### src/ufmc_pkg.sv
// ----------------------------------------------------------------------------
// shared constants, types and functions of the serial port
// ----------------------------------------------------------------------------
package ufmc_pkg;

    // register byte offsets on the bus
    localparam logic [7:0]  LFC_OFF    = 8'h00;   // line_format_control
    localparam logic [7:0]  MLC_OFF    = 8'h04;   // modem_line_control
    localparam logic [7:0]  TXD_OFF    = 8'h08;   // transmit holding word
    localparam logic [7:0]  RXD_OFF    = 8'h0c;   // receive word with flags
    localparam logic [7:0]  DIV_OFF    = 8'h10;   // baud divisor
    localparam logic [7:0]  STAT_OFF   = 8'h14;   // transfer and pin status

    // line_format_control fields
    localparam int          LFC_WLS    = 0;       // word_length_select, 2 bits
    localparam int          LFC_STB    = 2;       // stop_count_select
    localparam int          LFC_PEN    = 3;       // parity_enable
    localparam int          LFC_EPS    = 4;       // even_parity_select
    localparam int          LFC_STICK  = 5;       // stick_parity_select
    localparam logic [5:0]  LFC_RESET  = 6'h03;

    // modem_line_control fields
    localparam int          MLC_RTS    = 1;
    localparam int          MLC_OUTA   = 2;       // general_output_a
    localparam int          MLC_OUTB   = 3;       // general_output_b
    localparam int          MLC_LOOP   = 4;
    localparam int          MLC_AFE    = 5;       // autoflow_enable
    localparam logic [5:0]  MLC_WMASK  = 6'h3e;   // bit 0 is reserved, reads 0
    localparam logic [5:0]  MLC_RESET  = 6'h00;

    // baud timing, in ticks of the sixteen-times clock
    localparam logic [15:0] DIV_RESET  = 16'h0035;
    localparam logic [5:0]  BIT_LAST   = 6'h0f;   // sixteen ticks per bit
    localparam logic [3:0]  MID_TICK   = 4'h7;    // start bit checked mid-bit
    localparam logic [5:0]  STOP_ONE   = 6'h10;   // 16 ticks
    localparam logic [5:0]  STOP_HALF  = 6'h18;   // 24 ticks
    localparam logic [5:0]  STOP_TWO   = 6'h20;   // 32 ticks

    typedef enum logic [2:0] {TX_IDLE, TX_START, TX_DATA, TX_PAR, TX_STOP} ufmc_tx_e;
    typedef enum logic [2:0] {RX_IDLE, RX_START, RX_DATA, RX_PAR, RX_STOP} ufmc_rx_e;

    // data bits per character
    function automatic logic [3:0] ufmc_nbits(input logic [1:0] word_length_select);
        return 4'h5 + {2'h0, word_length_select};
    endfunction : ufmc_nbits

    // transmitted stop length in ticks
    function automatic logic [5:0] ufmc_stop_ticks(input logic stb, input logic [1:0] word_length_select);
        if (!stb) begin
            return STOP_ONE;
        end
        return (word_length_select == 2'h0) ? STOP_HALF : STOP_TWO;
    endfunction : ufmc_stop_ticks

    // parity bit value; bits above the word length never count
    function automatic logic ufmc_parity(input logic [7:0] d, input logic [1:0] word_length_select,
                                         input logic even_parity_select, input logic stick);
        logic [7:0] mask;
        mask = 8'hff >> (2'h3 - word_length_select);
        if (stick) begin
            return ~even_parity_select;
        end
        return (^(d & mask)) ^ ~even_parity_select;
    endfunction : ufmc_parity

endpackage : ufmc_pkg

### src/ufmc_rx.sv
`timescale 1ns/1ps
// ----------------------------------------------------------------------------
// receive shifter
// ----------------------------------------------------------------------------
module ufmc_rx import ufmc_pkg::*; (
    // clock and reset
    input  wire logic       clock,
    input  wire logic       reset,
    // baud tick, frame format, line
    input  wire logic       tick,
    input  wire logic [5:0] cfg,
    input  wire logic       rxd,
    // received character
    output logic            done,
    output logic [7:0]      data,
    output logic            perr,
    output logic            ferr
);

    typedef struct packed {
        ufmc_rx_e   state;
        logic [3:0] cnt;
        logic [2:0] idx;
        logic [7:0] sh;
        logic       perr;
        logic       ferr;
        logic       done;
    } ufmc_rx_s;

    ufmc_rx_s s_r;
    ufmc_rx_s s_nxt;

    // bits sampled mid-cell: start checked at tick 7, later bits sixteen ticks apart
    always_comb begin
        s_nxt      = s_r;
        s_nxt.done = 1'b0;
        if (tick) begin
            s_nxt.cnt = s_r.cnt + 4'h1;
            case (s_r.state)
                RX_IDLE: begin
                    s_nxt.cnt = 4'h0;
                    if (!rxd) begin
                        s_nxt.state = RX_START;
                    end
                end
                RX_START: if (s_r.cnt == MID_TICK) begin
                    // a short low pulse is taken as noise
                    s_nxt.state = rxd ? RX_IDLE : RX_DATA;
                    s_nxt.cnt   = 4'h0;
                    s_nxt.idx   = 3'h0;
                    s_nxt.sh    = 8'h00;
                    s_nxt.perr  = 1'b0;
                end
                RX_DATA: if (s_r.cnt == 4'hf) begin
                    s_nxt.sh[s_r.idx] = rxd;
                    if ({1'b0, s_r.idx} == ufmc_nbits(cfg[LFC_WLS +: 2]) - 4'h1) begin
                        s_nxt.state = cfg[LFC_PEN] ? RX_PAR : RX_STOP;
                    end else begin
                        s_nxt.idx = s_r.idx + 3'h1;
                    end
                end
                RX_PAR: if (s_r.cnt == 4'hf) begin
                    s_nxt.perr  = (rxd != ufmc_parity(s_r.sh, cfg[LFC_WLS +: 2], cfg[LFC_EPS],
                                                      cfg[LFC_STICK]));
                    s_nxt.state = RX_STOP;
                end
                RX_STOP: if (s_r.cnt == 4'hf) begin
                    // only the first stop bit is looked at
                    s_nxt.ferr  = !rxd;
                    s_nxt.done  = 1'b1;
                    s_nxt.state = RX_IDLE;
                end
                default: s_nxt.state = RX_IDLE;
            endcase
        end
    end

    // state register
    always_ff @(posedge clock or posedge reset) begin
        if (reset) begin
            s_r <= '{state: RX_IDLE, default: '0};
        end else begin
            s_r <= s_nxt;
        end
    end

    assign done = s_r.done;
    assign data = s_r.sh;
    assign perr = s_r.perr;
    assign ferr = s_r.ferr;
endmodule : ufmc_rx

### src/ufmc_top.sv
// Implementation choices: the register addresses and the AHB-Lite slave port.
`timescale 1ns/1ps
// What this block does
// - parity disabled: no parity bit sent or checked, stick and even ignored
// - parity on, stick off, even 0: odd parity generated and checked
// - parity on, stick off, even 1: even parity generated and checked
// - parity on, stick on, even 0: parity bit always one
// - parity on, stick on, even 1: parity bit always zero
// - stop length 16 ticks, or 24 for five bits, else 32 when selected
// - word length code 0 to 3 gives 5 to 8 data bits
// - parity bit sits after last data bit, before first stop bit
// - autoflow off means no hardware request/clear handshake
// - autoflow on: clear line gates each launch; request line handshakes with the remote port only when request bit is 1
// - autoflow on, request bit 0: clear-to-send flow control only
// - autoflow on, request bit 1: request output and clear input both automatic
// - loopback off: pins connect to transmitter and receiver
// - loopback on: transmit pin held high
// - loopback on: receive pin ignored
// - loopback on: transmit shifter output feeds the receive shifter
module ufmc_top import ufmc_pkg::*; (
    // clock and reset
    input  wire logic        CLOCK,
    input  wire logic        RESET,
    // ahb-lite slave
    input  wire logic        HSEL,
    input  wire logic [31:0] HADDR,
    input  wire logic [1:0]  HTRANS,
    input  wire logic        HWRITE,
    input  wire logic [2:0]  HSIZE,
    input  wire logic [31:0] HWDATA,
    input  wire logic        HREADY,
    output logic [31:0]      HRDATA,
    output logic             HREADYOUT,
    output logic             HRESP,
    // serial line and modem pins
    input  wire logic        SERIAL_RECEIVE_PIN,
    input  wire logic        CLEAR_TO_SEND_PIN_N,
    output logic             SERIAL_TRANSMIT_PIN,
    output logic             REQUEST_TO_SEND_PIN_N,
    // general purpose outputs
    output logic             GENERAL_OUTPUT_A,
    output logic             GENERAL_OUTPUT_B
);

    // ------------------------------------------------------------------------
    // state
    // ------------------------------------------------------------------------
    typedef struct packed {
        logic [5:0]  lfc;         // line_format_control
        logic [5:0]  mlc;         // modem_line_control
        logic [15:0] div;
        logic [15:0] bcnt;
        logic        tick;
        logic [7:0]  hold;
        logic        hold_v;
        logic [7:0]  rxbuf;
        logic        rx_v;
        logic        rx_perr;
        logic        rx_ferr;
        logic        rx_ovr;
        logic        rx_s1;
        logic        rx_s2;
        logic        cts_s1;
        logic        cts_s2;
        logic        txd_pin;
        logic        rts_n;
        logic        ap_v;
        logic        ap_w;
        logic [7:0]  ap_addr;
        logic [31:0] hrdata;
    } ufmc_top_s;

    ufmc_top_s s_r;
    ufmc_top_s s_nxt;

    logic       tx_busy;
    logic       tx_line;
    logic       tx_start;
    logic       cts_ok;
    logic       rx_in;
    logic       rx_done;
    logic [7:0] rx_data;
    logic       rx_perr;
    logic       rx_ferr;

    // ------------------------------------------------------------------------
    // flow control and loopback routing
    // ------------------------------------------------------------------------

    // clear-to-send gates only the launch, a running character always finishes
    assign cts_ok   = !s_r.mlc[MLC_AFE] || !s_r.cts_s2;
    assign tx_start = s_r.hold_v && !tx_busy && cts_ok;
    // receiver hears its own transmitter in loopback, the pin otherwise
    assign rx_in    = s_r.mlc[MLC_LOOP] ? tx_line : s_r.rx_s2;

    // ------------------------------------------------------------------------
    // next state
    // ------------------------------------------------------------------------
    always_comb begin
        s_nxt = s_r;

        // two-stage synchronisers for the asynchronous pins
        s_nxt.rx_s1  = SERIAL_RECEIVE_PIN;
        s_nxt.rx_s2  = s_r.rx_s1;
        s_nxt.cts_s1 = CLEAR_TO_SEND_PIN_N;
        s_nxt.cts_s2 = s_r.cts_s1;

        // sixteen-times baud tick, one cycle every div+1 clocks
        if (s_r.bcnt == 16'h0000) begin
            s_nxt.bcnt = s_r.div;
            s_nxt.tick = 1'b1;
        end else begin
            s_nxt.bcnt = s_r.bcnt - 16'h0001;
            s_nxt.tick = 1'b0;
        end

        // write data phase; a transmit word while the holding slot is full is dropped
        if (s_r.ap_v && s_r.ap_w) begin
            case (s_r.ap_addr)
                LFC_OFF:  s_nxt.lfc = HWDATA[5:0];
                MLC_OFF:  s_nxt.mlc = HWDATA[5:0] & MLC_WMASK;
                TXD_OFF:  if (!s_r.hold_v) begin
                    s_nxt.hold   = HWDATA[7:0];
                    s_nxt.hold_v = 1'b1;
                end
                DIV_OFF:  s_nxt.div = HWDATA[15:0];
                default:  ;
            endcase
        end

        // launch empties the holding slot; never collides with a write above
        if (tx_start) begin
            s_nxt.hold_v = 1'b0;
        end

        // address phase; read data taken now so that it leaves a flip-flop
        s_nxt.ap_v    = HSEL && HTRANS[1] && HREADY;
        s_nxt.ap_w    = HWRITE;
        s_nxt.ap_addr = HADDR[7:0];
        if (s_nxt.ap_v && !HWRITE) begin
            case (HADDR[7:0])
                LFC_OFF:  s_nxt.hrdata = {26'h0, s_nxt.lfc};
                MLC_OFF:  s_nxt.hrdata = {26'h0, s_nxt.mlc};
                DIV_OFF:  s_nxt.hrdata = {16'h0, s_nxt.div};
                RXD_OFF:  s_nxt.hrdata = {20'h0, s_r.rx_ovr, s_r.rx_ferr, s_r.rx_perr,
                                          s_r.rx_v, s_r.rxbuf};
                STAT_OFF: s_nxt.hrdata = {28'h0, s_r.rts_n, s_r.cts_s2, tx_busy, s_r.hold_v};
                default:  s_nxt.hrdata = 32'h0000_0000;
            endcase
            // reading the receive word releases it together with its flags
            if (HADDR[7:0] == RXD_OFF) begin
                s_nxt.rx_v    = 1'b0;
                s_nxt.rx_perr = 1'b0;
                s_nxt.rx_ferr = 1'b0;
                s_nxt.rx_ovr  = 1'b0;
            end
        end

        // a new character wins over a clear in the same cycle
        if (rx_done) begin
            if (s_nxt.rx_v) begin
                s_nxt.rx_ovr = 1'b1;
            end
            s_nxt.rxbuf   = rx_data;
            s_nxt.rx_v    = 1'b1;
            s_nxt.rx_perr = rx_perr;
            s_nxt.rx_ferr = rx_ferr;
        end

        // pins: idle-high transmit in loopback, request follows buffer room when automatic
        s_nxt.txd_pin = s_nxt.mlc[MLC_LOOP] ? 1'b1 : tx_line;
        if (s_nxt.mlc[MLC_AFE] && s_nxt.mlc[MLC_RTS]) begin
            s_nxt.rts_n = s_nxt.rx_v;
        end else begin
            s_nxt.rts_n = !s_nxt.mlc[MLC_RTS];
        end
    end

    // ------------------------------------------------------------------------
    // state register
    // ------------------------------------------------------------------------
    always_ff @(posedge CLOCK or posedge RESET) begin
        if (RESET) begin
            s_r <= '{lfc: LFC_RESET, mlc: MLC_RESET, div: DIV_RESET, rx_s1: 1'b1,
                     rx_s2: 1'b1, cts_s1: 1'b1, cts_s2: 1'b1, txd_pin: 1'b1,
                     rts_n: 1'b1, default: '0};
        end else begin
            s_r <= s_nxt;
        end
    end

    // ------------------------------------------------------------------------
    // shifters
    // ------------------------------------------------------------------------
    ufmc_tx u_tx (
        .clock (CLOCK),
        .reset (RESET),
        .tick  (s_r.tick),
        .cfg   (s_r.lfc),
        .start (tx_start),
        .data  (s_r.hold),
        .busy  (tx_busy),
        .txd   (tx_line)
    );

    ufmc_rx u_rx (
        .clock (CLOCK),
        .reset (RESET),
        .tick  (s_r.tick),
        .cfg   (s_r.lfc),
        .rxd   (rx_in),
        .done  (rx_done),
        .data  (rx_data),
        .perr  (rx_perr),
        .ferr  (rx_ferr)
    );

    // ------------------------------------------------------------------------
    // outputs
    // ------------------------------------------------------------------------
    // zero-wait slave, every transfer answered okay
    assign HRDATA                = s_r.hrdata;
    assign HREADYOUT             = 1'b1;
    assign HRESP                 = 1'b0;
    assign SERIAL_TRANSMIT_PIN   = s_r.txd_pin;
    assign REQUEST_TO_SEND_PIN_N = s_r.rts_n;
    assign GENERAL_OUTPUT_A      = s_r.mlc[MLC_OUTA];
    assign GENERAL_OUTPUT_B      = s_r.mlc[MLC_OUTB];
endmodule : ufmc_top

### src/ufmc_tx.sv
`timescale 1ns/1ps
// ----------------------------------------------------------------------------
// transmit shifter
// ----------------------------------------------------------------------------
module ufmc_tx import ufmc_pkg::*; (
    // clock and reset
    input  wire logic       clock,
    input  wire logic       reset,
    // baud tick and frame format
    input  wire logic       tick,
    input  wire logic [5:0] cfg,
    // character request
    input  wire logic       start,
    input  wire logic [7:0] data,
    // shifter state and line
    output logic            busy,
    output logic            txd
);

    typedef struct packed {
        ufmc_tx_e   state;
        logic [5:0] cfg;
        logic [5:0] cnt;
        logic [2:0] idx;
        logic [7:0] sh;
        logic       txd;
        logic [5:0] stop_seen;
    } ufmc_tx_s;

    ufmc_tx_s s_r;
    ufmc_tx_s s_nxt;

    // format is frozen at the start so a mid-character write cannot tear it
    always_comb begin
        s_nxt = s_r;
        if (s_r.state == TX_IDLE) begin
            s_nxt.stop_seen = 6'h00;
            if (start) begin
                s_nxt.state = TX_START;
                s_nxt.cfg   = cfg;
                s_nxt.sh    = data;
                s_nxt.cnt   = 6'h00;
            end
        end else if (tick) begin
            s_nxt.cnt = s_r.cnt + 6'h01;
            case (s_r.state)
                TX_START: if (s_r.cnt == BIT_LAST) begin
                    s_nxt.cnt   = 6'h00;
                    s_nxt.idx   = 3'h0;
                    s_nxt.state = TX_DATA;
                end
                TX_DATA: if (s_r.cnt == BIT_LAST) begin
                    s_nxt.cnt = 6'h00;
                    if ({1'b0, s_r.idx} == ufmc_nbits(s_r.cfg[LFC_WLS +: 2]) - 4'h1) begin
                        s_nxt.state = s_r.cfg[LFC_PEN] ? TX_PAR : TX_STOP;
                    end else begin
                        s_nxt.idx = s_r.idx + 3'h1;
                    end
                end
                TX_PAR: if (s_r.cnt == BIT_LAST) begin
                    s_nxt.cnt   = 6'h00;
                    s_nxt.state = TX_STOP;
                end
                TX_STOP: begin
                    s_nxt.stop_seen = s_r.stop_seen + 6'h01;
                    if (s_r.cnt == ufmc_stop_ticks(s_r.cfg[LFC_STB], s_r.cfg[LFC_WLS +: 2])
                                   - 6'h01) begin
                        s_nxt.state = TX_IDLE;
                    end
                end
                default: s_nxt.state = TX_IDLE;
            endcase
        end
        // line level follows the state being entered
        case (s_nxt.state)
            TX_START: s_nxt.txd = 1'b0;
            TX_DATA:  s_nxt.txd = s_nxt.sh[s_nxt.idx];
            TX_PAR:   s_nxt.txd = ufmc_parity(s_nxt.sh, s_nxt.cfg[LFC_WLS +: 2],
                                              s_nxt.cfg[LFC_EPS], s_nxt.cfg[LFC_STICK]);
            default:  s_nxt.txd = 1'b1;
        endcase
    end

    // state register
    always_ff @(posedge clock or posedge reset) begin
        if (reset) begin
            s_r <= '{state: TX_IDLE, txd: 1'b1, default: '0};
        end else begin
            s_r <= s_nxt;
        end
    end

    assign busy = (s_r.state != TX_IDLE);
    assign txd  = s_r.txd;
endmodule : ufmc_tx
### config.mk
export PLATFORM = sky130hd
export DESIGN_NAME = ufmc_top
export DESIGN_NICKNAME = d
export VERILOG_FILES = /design/src/ufmc_pkg.sv /design/src/ufmc_rx.sv /design/src/ufmc_top.sv /design/src/ufmc_tx.sv
export SDC_FILE = /design/constraint.sdc
export NUM_CORES = 1
export LEC_CHECK = 0
export BUFFER_PORTS_ARGS = -buffer_cell sky130_fd_sc_hd__clkbuf_2
export CORE_MARGIN = 5
export CORE_UTILIZATION = 45
export DETAILED_ROUTE_END_ITERATION = 8
export GPL_ROUTABILITY_DRIVEN = 0
export GPL_TIMING_DRIVEN = 0
export PLACE_DENSITY_LB_ADDON = 0.05
export SLEW_MARGIN = 20
export SYNTH_ARGS = -nofsm -noshare
export SYNTH_HDL_FRONTEND = slang
export SYNTH_SLANG_ARGS = --single-unit
### constraint.sdc
create_clock -name CLOCK -period 4.14 [get_ports CLOCK]
set_input_delay 0 -clock CLOCK [delete_from_list [all_inputs] [get_ports CLOCK]]
set_output_delay 0 -clock CLOCK [all_outputs]
set_load 0.05 [all_outputs]
==> summary.txt <==
Timing
  – Hold WS: approximately 0.13 ns
  – Worst-Margin Slew: 0.7987 ns
  – Max Slew Vio Count: 0
  – Hold Vio Cnt, Final: 0
  – Worst slew margin relative to its limit: a little under half
  – PnR worst setup slack: between 1 and 1.5 ns
  – Final Cycle Share: 70.36%
  – Final Critical Period: just under 3 ns
  – Setup Skew: around 0.0087 ns
  – Final setup viols: 0
  – RSZ-0062 raised after global routing: no
  – Fmax: around 0.34 GHz

Clocking
  – Longest Clk Path Bufs: 2
  – CTS HTree Levels: 4
  – Post-CTS resize count: 0
  – CTS buffer count: 17
  – Worst skew pair latency: ~0.42 ns
  – CTS tree: built
  – CTS root buf: clkbuf_16
  – CTS sink cnt: ~150
  – Reg clk slew, reported paths: ~0.060 ns
  – Post-CTS setup buffer count: 0

Yosys
  – Synth async-reset ratio: between 90% and 100%
  – YS warnings: 0
  – Register area share after synthesis: 50.58%
  – EDFF count, synth: 0
  – Register bit total from synthesis: about 150
  – Cell Area, Synth: 0.007256 mm^2
  – Cells after Synth: between 700 and 800
  – Synth cell types: 63
  – Synth Flop Type: dfrtp_1
  – Area share of the largest cell type after synthesis: 45.87%
  – Syn Area/Cell: 10.18 um^2
  – Area contributors post-synth: dfrtp_1 (46%), mux2_2 (6.8%), nand2_1 (4.9%)
  – Area leader, netlist: dfrtp_1

Drt
  – TritonRoute pass-1 iters: 5
  – Iteration-0 DRC Markers: about 370
  – Routed WL: roughly 17 mm
  – Post-route ant nets: 0
  – Via count: around 5,600
  – Avg WL per Cell: 16.17 um
  – # DRC: 0
  – Post-DR vias/cell: 5.244

Power
  – Cell Int Power: roughly 2.9 mW
  – Max VDD drop: 0.0003701 V
  – Comb pwr share: 14.5%
  – Sequential share of power: a little over two fifths
  – P_leak: about 4.1 nW
  – NetSw: between 1 and 1.5 mW
  – Switch share: 27.40%
  – Power Dens Cells: around 450 mW/mm^2
  – Clk pwr share: roughly 43%

Final layout
  – Ant diodes: 0
  – Most common cell after layout, fill and taps aside: dfrtp_1
  – Final net count: between 900 and 1,000
  – Design area: ~0.0088 mm^2
  – Area growth from synthesis to layout: 21.66%
  – Most frequent cells in the layout: dfrtp_1 (133), nand2_1 (94), nor2_1 (57), clkbuf_2 (51), mux2_2 (44)
  – Layout cells sized above 1: around 23%

Floorplan
  – Row Count: 46
  – Die area: between 0.015 and 0.02 mm^2
  – Initial Util: a little under half
  – Boundary pin count: roughly 110
  – Core Area: roughly 0.016 mm^2
  – Die W: approximately 140 um
  – Die Y: 137.0 um

Global routing
  – Pin count of the biggest net entering global routing: approximately 100
  – Number of global-route vias before repair: between 5,000 and 6,000
  – Total GRT Usage: between 10% and 20%
  – Grt total ovfl: 0
  – First-pass GRT wire length: 27.73 mm
  – Initial antenna violation count: 0

Job
  – Max-Cap Viols: 0

Placed design
  – Dpl cell area: ~0.008 mm^2
  – Pre-CTS WS: 1.325 ns
  – Number of buffers added on ports: approximately 50
  – Final HPWL DP: 12.48 mm

Worst setup path
  – Critical path type: reg2reg
  – Worst setup SP type: register
  – Worst EP arrival: roughly 3.2 ns
  – CP max FO: 9
  – Req. time, crit path: around 4.5 ns
  – CP endpoint kind: register

Min path
  – Hold Path Class: in2async

Run status
  – Status: complete, no violations
[per-stage QoR]
stage          power (mW)  TNS, ns  cells  util, %
2_1_floorplan       2.114        0    729        -
3_3_place_gp        2.233  -185.13    996    49.54
3_5_place_dp        2.258        0    997    49.76
4_1_cts             3.973        0   1059    55.77
5_1_grt             4.130        0   1059    55.77
6_report            3.935        0   1059    55.77
[logic make-up (layout without fill, tap and decap cells)]
logic type | Yosys count | count (layout) | share of synthesized area, %
AO/OA/AOI/OAI | 137 | 137 | 12.40
XOR/XNOR | 38 | 38 | 4.777
adder cells (fa/ha/maj) | 6 | 6 | 1.035
buffers and inverters | 83 | 197 | 6.208
flip-flops | 146 | 146 | 50.58
multiplexers | 57 | 57 | 8.691
other | 2 | 18 | 0.1035
AND/OR/NAND/NOR | 244 | 244 | 16.21
[sequential cells by signal, indices dropped and copies added (netlist names)]
signal and count:
s_r 76, u_tx.s_r 26, HRDATA 16, u_rx.s_r 10, u_rx.data 8, s_nxt 2, GENERAL_OUTPUT_A 1, GENERAL_OUTPUT_B 1
REQUEST_TO_SEND_PIN_N 1, SERIAL_TRANSMIT_PIN 1, u_rx.done 1, u_rx.ferr 1, u_rx.perr 1, u_tx.txd 1
[cells in the mapped netlist (3+ instances only)]
cell / instances
mux2_2: 44
xor2_1: 9
o41ai_1: 3
dfstp_2: 13
a32o_1: 6
nor2b_1: 9
ha_1: 6
and3_1: 5
nor3b_1: 3
nand3_1: 20
and2_1: 4
dfrtp_1: 133
buf_4: 35
nand2b_1: 6
a22o_1: 8
a21oi_1: 30
a211oi_1: 3
clkbuf_1: 23
buf_2: 6
a21o_1: 5
nand4_1: 4
nor4_1: 7
nand2_1: 94
nand3b_1: 5
xnor2_1: 28
o21ai_0: 37
o31ai_1: 9
a41o_1: 3
o22ai_1: 5
nor2_1: 57
inv_1: 18
mux2i_1: 12
or3_1: 4
nor3_1: 14
a31oi_1: 10
[power by group through the flow]
stage                     Clock (mW)  Combinational (mW)  Sequential [mW]
after global routing            1.79               0.636             1.71
after CTS                       1.71               0.568             1.69
after global placement             0               0.524             1.71
final                           1.67               0.570             1.69
after floorplan                    0               0.422             1.69
after detailed placement           0               0.544             1.71
[path summary, 6_finish.rpt]
kind / from / to / slack [ns] / cells after the start
hold reg to reg: s_nxt[46] / s_r[46] / 0.36 / 0
setup reg to reg: u_tx.s_r[31] / u_tx.txd / 1.23 / 8
min in group CLOCK: SERIAL_RECEIVE_PIN / s_nxt[46] / 0.22 / 2
max in group asynchronous: RESET / s_r[108] / 3.19 / 4
setup / recovery: u_tx.s_r[31] / u_tx.txd / 1.23 / 8
hold / removal: RESET / u_tx.s_r[19] / 0.13 / 3
[critical path: stages (launching register included)]
cell      delay (ns)
dfrtp_1         0.35
clkbuf_1        0.19
nor3_1          0.64
nand3_1         0.46
o21ai_0         0.44
xnor2_1         0.17
o2111a_1        0.25
nor3_1          0.19
o21bai_1        0.13
[per-layer routing]
metal	GRT usage, %	share of wire, %	vias to the layer above
met4	4.102	0.78	0
met5	0	0	-
li1	-	-	2692
met1	27.28	48	2746
met3	4.559	4.2	12
met2	28.99	47	103
[area by class of cell]
class,count,area [um^2]
tap,216,270.3
clock inverter,13,197.7
inverter,19,78.83
clock buffer,19,452.9
fill,1432,7000
buffer,64,379.1
sequential,146,3670
timing repair buffer,82,583.1
multi-input combinational,500,3196
[what timing repair did]
item / CTS / global route
setup endpoints to repair: 0 / 0
hold buffers: 30 / 0
hold endpoints to repair: 94 / 0
Note: power is estimated with default switching activity, not from simulation.
